### src/output_setup_map.vh
// Register offsets, function codes and reset values for the output setup block
`ifndef OUTPUT_SETUP_MAP_VH
`define OUTPUT_SETUP_MAP_VH
`define OVERCURRENT_STATUS_ADDR 16'h004e
`define OVERCURRENT_STATUS_RESET 16'h0000
`define FUNC_USER 5'h10
`define FUNC_MOTION 5'h11
`define FUNC_ERROR 5'h12
`define FUNC_VELOCITY 5'h14
`define FUNC_STALL 5'h15
`define FUNC_POSITION 5'h17
`define FUNC_COMPENSATE 5'h18
`define FUNC_MAKEUP 5'h19
`define FUNC_TRIP 5'h1c
`define FUNC_ATTENTION 5'h1d
`define FUNC_RESET 5'h10
`define POLARITY_RESET 1'b0
`define ERR_NONE 8'h00
`define ERR_OUT1_FAULT 8'h01
`define ERR_OUT2_FAULT 8'h02
`define ERR_BAD_LINE 8'h0a
`define ERR_BAD_FUNC 8'h15
`endif

### src/output_setup.v
// Output function setup, polarity and over-current fault status for three output lines
`timescale 1ns/1ps
`include "output_setup_map.vh"

// Contract
// - Fault status code: 0 none, 1 output one, 2 output two, 3 both.
// - Fault status is read-only, covers outputs one and two, resets to zero.
// - New over-current fault also posts error code one or two; latest error only.
// - Each line holds function type and polarity; defaults type 16, active low.
// - Config read without line selector returns every line in turn.
// - Type 16 follows values from set-output and set-all-outputs commands.
// - Type 17 active during motion, hold-current delay or settling delay.
// - Type 18 active while error exists; cleared by error read or zero write.
// - Type 20 mirrors the velocity-changing flag.
// - Type 21 shows stalled rotor; only on compensation-capable variants.
// - Type 23 follows the position move flag alone, without hold or settle delays.
// - Type 24 shows load compensation active; type 25 make-up steps active.
// - Type 28 shows trip event, line three only, always active low.
// - Type 29 follows the attention mask condition.
// - Single-output variant rejects lines one and two with error code 10.
module output_setup #(
   parameter HAS_COMPENSATION = 1, // Variant has load-compensation hardware
   parameter ONLY_LINE3 = 0 // Variant has output line three only
) (
   input wire mclk, // 100 MHz clock
   input wire rst, // Synchronous reset, active high
   input wire cfg_wr, // Write pulse for output_function_config
   input wire [1:0] cfg_line, // Line selector 1..3
   input wire [4:0] cfg_func, // Function type code
   input wire cfg_pol, // 1 active high, 0 active low
   input wire cfg_rd_all, // Pulse: read all line settings in turn
   output reg cfg_rd_valid, // One-cycle pulse per line returned
   output reg [1:0] cfg_rd_line, // Line number of returned setting
   output reg [4:0] cfg_rd_func, // Returned function type
   output reg cfg_rd_pol, // Returned polarity
   input wire [2:0] set_out_wr, // Per-line set-output strobes
   input wire [2:0] set_out_val, // Per-line set-output values
   input wire set_all_outputs_wr, // set_all_outputs strobe
   input wire [2:0] set_all_outputs_val, // Bit 0 is line one
   input wire axis_motion_flag, // Axis moving
   input wire hold_current_delay, // Hold-current delay running
   input wire settling_delay, // Settling delay running
   input wire velocity_changing_flag, // Accel or decel in progress
   input wire stalled_rotor_flag, // Locked rotor detected
   input wire position_move_flag, // Absolute or relative move in progress
   input wire load_compensation_mode, // Compensation working
   input wire step_makeup_mode, // Make-up steps correcting
   input wire trip_event, // Assigned trip occurred
   input wire attention_mask, // Masked attention condition active
   input wire [1:0] overcurrent_det, // Over-current detectors, outputs 1 and 2
   input wire err_wr, // last_error_code write strobe
   input wire [7:0] err_wr_data, // last_error_code write data
   input wire err_rd, // last_error_code read strobe
   input wire rd_en, // Status register read strobe
   input wire [15:0] rd_addr, // Status register address
   output reg [15:0] rd_data, // Status register read data
   output reg [7:0] last_error_code, // Most recent error posted
   output reg [2:0] out_pin // Output line levels, bit 0 is line one
);
   reg [14:0] func_q; // Three 5-bit function codes
   reg [2:0] pol_q;
   reg [2:0] user_q;
   reg [1:0] overcurrent_status_q;
   reg err_active_q;
   reg [1:0] rd_cnt_q;
   reg func_ok;
   reg [7:0] err_d;
   wire [1:0] fault_rise;
   wire [2:0] user_d; // Next user level per line
   wire [2:0] pin_d; // Next pin level per line
   wire bad_line; // Write names a line this variant lacks
   wire err_post; // Some error is posted this cycle
   genvar g;

   assign fault_rise = overcurrent_det & ~overcurrent_status_q;

   // Refusals and faults; a repeated code must still raise the error indication
   assign bad_line = cfg_wr && (cfg_line == 2'd0 || (ONLY_LINE3 != 0 && cfg_line != 2'd3));
   assign err_post = (|fault_rise) || bad_line || (cfg_wr && !func_ok) ||
                     (err_wr && err_wr_data != `ERR_NONE);

   // Type legality check; variant options gate the compensation codes
   always @* begin
      case (cfg_func)
         `FUNC_USER, `FUNC_MOTION, `FUNC_ERROR, `FUNC_VELOCITY, `FUNC_POSITION,
         `FUNC_ATTENTION: func_ok = 1'b1;
         `FUNC_STALL, `FUNC_COMPENSATE, `FUNC_MAKEUP: func_ok = (HAS_COMPENSATION != 0);
         `FUNC_TRIP: func_ok = (cfg_line == 2'd3);
         default: func_ok = 1'b0;
      endcase
   end

   // Configuration store; rejected writes leave the line untouched
   always @(posedge mclk) begin
      if (rst) begin
         func_q <= {3{`FUNC_RESET}};
         pol_q <= {3{`POLARITY_RESET}};
      end else if (cfg_wr && cfg_line != 2'd0 && func_ok &&
                   !(ONLY_LINE3 != 0 && cfg_line != 2'd3)) begin
         func_q[(cfg_line - 2'd1) * 5 +: 5] <= cfg_func;
         pol_q[cfg_line - 2'd1] <= cfg_pol;
      end
   end

   // User-driven levels; per-line strobes win over the total write
   always @(posedge mclk) begin
      if (rst) begin
         user_q <= 3'h0;
      end else begin
         user_q <= user_d;
      end
   end

   // Error code posting; a new fault this cycle beats a software clear
   always @* begin
      err_d = last_error_code;
      if (err_wr) begin
         err_d = err_wr_data;
      end
      if (bad_line) begin
         err_d = `ERR_BAD_LINE;
      end else if (cfg_wr && !func_ok) begin
         err_d = `ERR_BAD_FUNC;
      end
      if (fault_rise[0]) begin
         err_d = `ERR_OUT1_FAULT;
      end
      if (fault_rise[1]) begin
         err_d = `ERR_OUT2_FAULT;
      end
   end

   // Error register, error indication and fault status
   always @(posedge mclk) begin
      if (rst) begin
         last_error_code <= `ERR_NONE;
         err_active_q <= 1'b0;
         overcurrent_status_q <= 2'b00;
      end else begin
         last_error_code <= err_d;
         overcurrent_status_q <= overcurrent_det;
         if (err_post) begin
            err_active_q <= 1'b1;
         end else if (err_rd || (err_wr && err_wr_data == `ERR_NONE)) begin
            err_active_q <= 1'b0;
         end
      end
   end

   // Read-only status port; unmapped addresses read zero
   always @(posedge mclk) begin
      if (rst) begin
         rd_data <= `OVERCURRENT_STATUS_RESET;
      end else if (rd_en && rd_addr == `OVERCURRENT_STATUS_ADDR) begin
         rd_data <= {14'h0, overcurrent_status_q};
      end else begin
         rd_data <= 16'h0000;
      end
   end

   // Read-all walker: lines one to three, one per cycle
   always @(posedge mclk) begin
      if (rst) begin
         rd_cnt_q <= 2'd0;
         cfg_rd_valid <= 1'b0;
         cfg_rd_line <= 2'd0;
         cfg_rd_func <= 5'h00;
         cfg_rd_pol <= 1'b0;
      end else begin
         cfg_rd_valid <= 1'b0;
         if (rd_cnt_q != 2'd0) begin
            cfg_rd_valid <= 1'b1;
            cfg_rd_line <= rd_cnt_q;
            cfg_rd_func <= func_q[(rd_cnt_q - 2'd1) * 5 +: 5];
            cfg_rd_pol <= pol_q[rd_cnt_q - 2'd1];
            rd_cnt_q <= (rd_cnt_q == 2'd3) ? 2'd0 : rd_cnt_q + 2'd1;
         end else if (cfg_rd_all) begin
            rd_cnt_q <= 2'd1;
         end
      end
   end

   // Per-line user level, source select and pin level, one copy per line
   generate
      for (g = 0; g < 3; g = g + 1) begin : g_line
         wire [4:0] line_func; // This line's function type
         reg src_act; // Selected source, active high
         assign line_func = func_q[g * 5 +: 5];
         // Per-line strobe beats the total write for its own bit
         assign user_d[g] = set_out_wr[g] ? set_out_val[g] :
                            (set_all_outputs_wr ? set_all_outputs_val[g] : user_q[g]);

         // Source mux; unknown codes cannot be stored, default is a guard
         always @* begin
            case (line_func)
               `FUNC_USER: src_act = user_q[g];
               `FUNC_MOTION: src_act = axis_motion_flag | hold_current_delay |
                                       settling_delay;
               `FUNC_ERROR: src_act = err_active_q;
               `FUNC_VELOCITY: src_act = velocity_changing_flag;
               `FUNC_STALL: src_act = stalled_rotor_flag;
               `FUNC_POSITION: src_act = position_move_flag;
               `FUNC_COMPENSATE: src_act = load_compensation_mode;
               `FUNC_MAKEUP: src_act = step_makeup_mode;
               `FUNC_TRIP: src_act = trip_event;
               `FUNC_ATTENTION: src_act = attention_mask;
               default: src_act = 1'b0;
            endcase
         end

         // Trip ignores the polarity bit: it is only ever active low
         assign pin_d[g] = (line_func == `FUNC_TRIP) ? ~src_act :
                           (pol_q[g] ? src_act : ~src_act);
      end
   endgenerate

   // Pin levels registered so the loads never see a decode glitch
   always @(posedge mclk) begin
      if (rst) begin
         out_pin <= 3'b111; // Inactive for active-low default
      end else begin
         out_pin <= pin_d;
      end
   end
endmodule // output_setup

### config.mk
export PLATFORM = sky130hd
export DESIGN_NAME = output_setup
export DESIGN_NICKNAME = d
export VERILOG_FILES = /design/src/output_setup.v
export VERILOG_INCLUDE_DIRS = /design/src
export SDC_FILE = /design/constraint.sdc
export NUM_CORES = 1
export LEC_CHECK = 0
export BUFFER_PORTS_ARGS = -buffer_cell sky130_fd_sc_hd__buf_2
export CAP_MARGIN = 10
export CORE_ASPECT_RATIO = 1.75
export CORE_MARGIN = 5
export CORE_UTILIZATION = 40
export CTS_BUF_LIST = sky130_fd_sc_hd__clkbuf_2
export DETAILED_ROUTE_END_ITERATION = 10
export PLACE_DENSITY = 0.69
export SETUP_SLACK_MARGIN = 0.4
export SKIP_LAST_GASP = 1
export SYNTH_ARGS = -nofsm -noshare
export SYNTH_HDL_FRONTEND = slang
export SYNTH_SLANG_ARGS = --single-unit
### constraint.sdc
create_clock -name mclk -period 3 [get_ports mclk]
set_input_delay 0.6 -clock mclk [delete_from_list [all_inputs] [get_ports mclk]]
set_output_delay 0.6 -clock mclk [all_outputs]
set_load 0.02 [all_outputs]
==> After elaboration in Yosys (flattened, before gate mapping) <==
Index checks and enable logic that the tools add are counted.
{ "classes": {"addsub": 6, "mul": 2, "order_cmp": 3, "eq_ne": 43, "shifts": 3, "muxes": 33, "n_bitwise": 8, "n_reduce_logical": 34} }
{ "ops": {"columns": ["op", "count"], "rows": [
  ["$eq A5 B5 Y1 const B", 40],
  ["$neg A32 Y34", 1],
  ["$shift A5 B34 Y15 const A", 1],
  ["$shiftx A5 B34 Y15", 1],
  ["$shiftx A15 B33 Y5", 1],
  ["$pmux W1 S10", 3],
  ["$mux W1", 17],
  ["$eq A16 B7 Y1 const B", 1],
  ["$reduce_bool A2 Y1", 8],
  ["$bwmux W15", 1],
  ["$mul A3 B4 Y7 const B", 2],
  ["$mux W2", 5],
  ["$mux W5", 2],
  ["$reduce_or A9 Y1", 1],
  ["$logic_and A1 B1 Y1", 8],
  ["$logic_not A8 Y1", 1],
  ["$reduce_bool A8 Y1", 1],
  ["$lt A2 B3 Y1 const B", 2],
  ["$reduce_or A2 Y1", 3],
  ["$sub A2 B1 Y3 const B", 2],
  ["$reduce_bool A5 Y1", 1],
  ["$reduce_or A5 Y1", 1],
  ["$eq A2 B2 Y1 const B", 2],
  ["$logic_or A1 B1 Y1", 4],
  ["other kinds (18)", 23]
]} }
{ "totals": {"reg_bits": 62, "in_bits": 61, "wordCells": 152} }

==> Logic depth before layout (Yosys ltp) <==
{ "logic_depth": {"word_depth": 9, "ltp_mapped": 9, "mapped_depth_nobuf": 7} }

==> Worst setup path after synthesis <==
No wires, ideal clock.
{ "synth_path": {"path_kind": "input to register", "startpoint": "in cfg_line[0]", "endpoint": "reg func_q[0]", "arrival_ns": 2.368, "t_required_ns": 2.929, "setup_slack_ns": 0.562, "path_stages": 8, "n_path_buf": 1, "cell_sequence": "clkbuf_1 inv_1 ha_1 and2b_2 and2_2 nand4_2 or4_1 a21oi_1"} }
{ "synth_via": {"elab_chain_len": 5} }
{ "synth_rtl": {"columns": ["item", "line_no", "rtl"], "rows": [
  ["from (decl)", "output_setup.v:28", "input wire [1:0] cfg_line,"],
  ["$sub A2 B1 Y3", "output_setup.v:100", "func_q[(cfg_line - 2'd1) * 5 +: 5] <= cfg_func;"],
  ["$mul A3 B4 Y7", "output_setup.v:100", null],
  ["$neg A32 Y34", "output_setup.v:100", null],
  ["$shiftx A5 B34 Y15 / $shift A5 B34 Y15 (equally long branches)", "output_setup.v:100", null],
  ["$bwmux W15", "output_setup.v:100", null],
  ["to (signal assigned)", "output_setup.v:96", "func_q <= {3{`FUNC_RESET}};"],
  ["to (signal, indexed assignment)", "output_setup.v:100", null],
  ["to (decl)", "output_setup.v:60", "reg [14:0] func_q;"]
]} }
Parallel ways exist; a longest one is shown, timed or not.
A chain may end at the register's enable or synchronous reset.

==> Worst setup path after layout <==
Same ends and word-level chain as after synthesis.

==> summary.txt <==
Netlist cell types: 70
Clock Sinks: 48
Post-route DRC: 0
Vias: 3152
Final Max Slew Viols: 0
Pre-CTS setup slack: 245 ps
R2R Path Start: rd_cnt_q[0]
Clock Skew: 13.8 ps
R2R Setup Slk: 870 ps
GRT Util Overall: 17.6%
Leakage: 1.64 nW
Final count of hold timing violations: 0
Post-DP HPWL: 7.13 mm
Post-synthesis cell count: 394
Hold path endpoint: overcurrent_status_q[1]
Nets: 538
Final TNS setup: 0 ps
Total power: 1.88 mW
Layout cell share with drive strength beyond 1: 26.2%
Buffers on Ports: 82
Ys flop type: dfxtp_1
Yosys warning count: 0
CTS tree: yes
Worst setup margin: 648 ps
R2r worst-path depth: 7
DRT antenna net count: 0
Gate power share: 42.5%
Leading cell type in the layout, fill and taps excluded: buf_2
Status: complete, no violations
WS Path Type: primary input to flop
Tmin final: 2350 ps
Post-synth EDFFs: 0
Peak VDD IR: 205 uV
Post-synthesis sequential area ratio: 29.3%
Hold_buf cts: 0
Worst path required time: 3380 ps
Row count: 43
Crit path arrival time: 2740 ps
Sw Ratio: 38.0%
CTS Buffer Depth: 2
Hold WC Path Type: primary input to flop
GPL Wtd Cong: 0.943
Cell Area, Synth: 3280 um^2
Pre-antenna DRT Iters: 4
Sw Pwr: 713 uW
Int Pwr: 1.16 mW
RSZ-0062 raised after global routing: no
Max_cap viols: 0
Yosys reg bits: 48
Commonest non-fill, non-tap cells in the layout: buf_2 (82), dfxtp_1 (48), nor2_1 (39)
Final core occ: 47.3%
TritonCTS Buffers: 5
Via density: 5.66
H-tree levels: 2
Post-CTS Setup Bufs: 0
Avg WL per Cell: 16.3 um
Pin count of the biggest net entering global routing: 35
Max transition margin: 55.3%
Capturing point of the worst reg2reg path: cfg_rd_func[0]
I/O pin cnt: 97
# setup viols final: 0
CP max FO: 18
Hold path depth: 3
Initial antenna violation count: 1
Worst Setup End Kind: flop
Core ar.: 7960 um^2
Hold WS: 353 ps
Flop pwr share: 38.7%
Pwr/cell area: 498 nW/um^2
Number of global-route vias before repair: 3084
Clk network pwr share: 18.8%
Overflow after GRT: 0
Worst-path clk slew: 240 ps
Die Width: 78.5 um
Hold path start: overcurrent_det[1]
Clock latency on the worst-skew pair: 450 ps
Die Y-Extent: 130 um
Worst Setup Start Kind: primary input
Period utilisation layout: 78.4%
Post-synth ARST share: 0%
Final wirelength: 9.07 mm
Clk root buf: clkbuf_2
Area grow syn2layout: 14.8%
First-pass GRT wire length: 14.4 mm
Max Freq: 0.425 GHz
Die area: 10200 um^2
Resized cells post-CTS: 0
Syn Area/Cell: 8.33 um^2
Initial core utilization: 41.2%
Worst-margin pin slew: 670 ps
Starting DRT DRC Count: 200
[power by group through the flow]
stage | Combinational [mW] | Sequential (mW) | Clock (mW)
after floorplan | 0.557 | 0.773 | 0
after global placement | 0.777 | 0.738 | 0
after detailed placement | 0.789 | 0.740 | 0
after CTS | 0.795 | 0.727 | 0.361
after global routing | 0.873 | 0.737 | 0.392
final | 0.798 | 0.726 | 0.353
[stage by stage]
| step | cells | instance area (um^2) |
|---|---|---|
| 6_report | 557 | 3770 |
| 5_1_grt | 557 | 3770 |
| 4_1_cts | 556 | 3770 |
| 3_5_place_dp | 548 | 3700 |
| 3_3_place_gp | 548 | 3700 |
| 2_1_floorplan | 407 | 3330 |
[area by class of cell]
type / instances / area, um^2
flip-flops and latches: 48 / 961
multi-input cells: 308 / 2120
clock buffers: 5 / 25.0
diodes: 1 / 2.50
repair buffers: 87 / 448
fillers: 819 / 4190
clock inverters: 3 / 42.5
inverters: 15 / 56.3
well taps: 90 / 113
[cells in the mapped netlist, types with 5 or more instances]
master | number | area, um^2
a21oi_1 | 25 | 125
and2_1 | 8 | 50.1
buf_4 | 15 | 113
clkbuf_1 | 17 | 63.8
dfxtp_1 | 48 | 961
ha_1 | 12 | 150
inv_1 | 15 | 56.3
mux2_2 | 7 | 78.8
mux2i_1 | 25 | 250
mux4_2 | 5 | 113
nand2_1 | 25 | 93.8
nand2b_1 | 6 | 37.5
nand3_1 | 18 | 90.1
nor2_1 | 39 | 146
nor2b_1 | 8 | 50.1
nor3_1 | 8 | 40.0
nor4_1 | 6 | 37.5
o21ai_0 | 12 | 60.1
o41ai_1 | 5 | 43.8
or3_1 | 5 | 31.3
[critical path: stages]
cell	delay [ps]
buf_2	300
inv_1	190
ha_1	330
or3b_1	460
o21ai_1	180
o22ai_1	110
or4_1	410
a21oi_1	140
[metal layers]
metal,routed length [um],vias to the layer above,track usage [%]
li1,-,1554,-
met1,3280,1484,17.8
met2,5070,89,33.5
met3,329,25,2.35
met4,384,0,11.2
met5,0,-,0
[cell families (layout without fill, tap and decap cells)]
logic type	count (synthesis)	in the layout	share of synthesized area, %
XOR/XNOR	3	3	0.801
buffers and inverters	51	110	7.59
flip-flops	48	48	29.3
AO/OA/AOI/OAI	89	89	18.8
multiplexers	37	37	13.5
other	1	15	0.114
adder cells (fa/ha/maj)	12	12	4.57
AND/OR/NAND/NOR	153	153	25.4
[worst max-delay path by stage]
stage	start	end	slack, ps	depth (start not counted)
2_1_floorplan	cfg_line[0]	func_q[0]	560	8
3_3_place_gp	cfg_line[0]	func_q[0]	310	8
3_5_place_dp	cfg_line[0]	func_q[11]	250	8
4_1_cts	cfg_line[0]	func_q[11]	730	8
5_1_grt	cfg_line[0]	func_q[10]	550	8
6_report	cfg_line[0]	func_q[0]	650	8
[registers in the layout, indices dropped and copies added (netlist names)]
register              count
func_q                   15
last_error_code           8
cfg_rd_func               5
out_pin                   3
pol_q                     3
user_q                    3
cfg_rd_line               2
overcurrent_status_q      2
rd_cnt_q                  2
rd_data                   2
cfg_rd_pol                1
cfg_rd_valid              1
err_active_q              1
No activity file was read; power rests on OpenSTA's default activity.
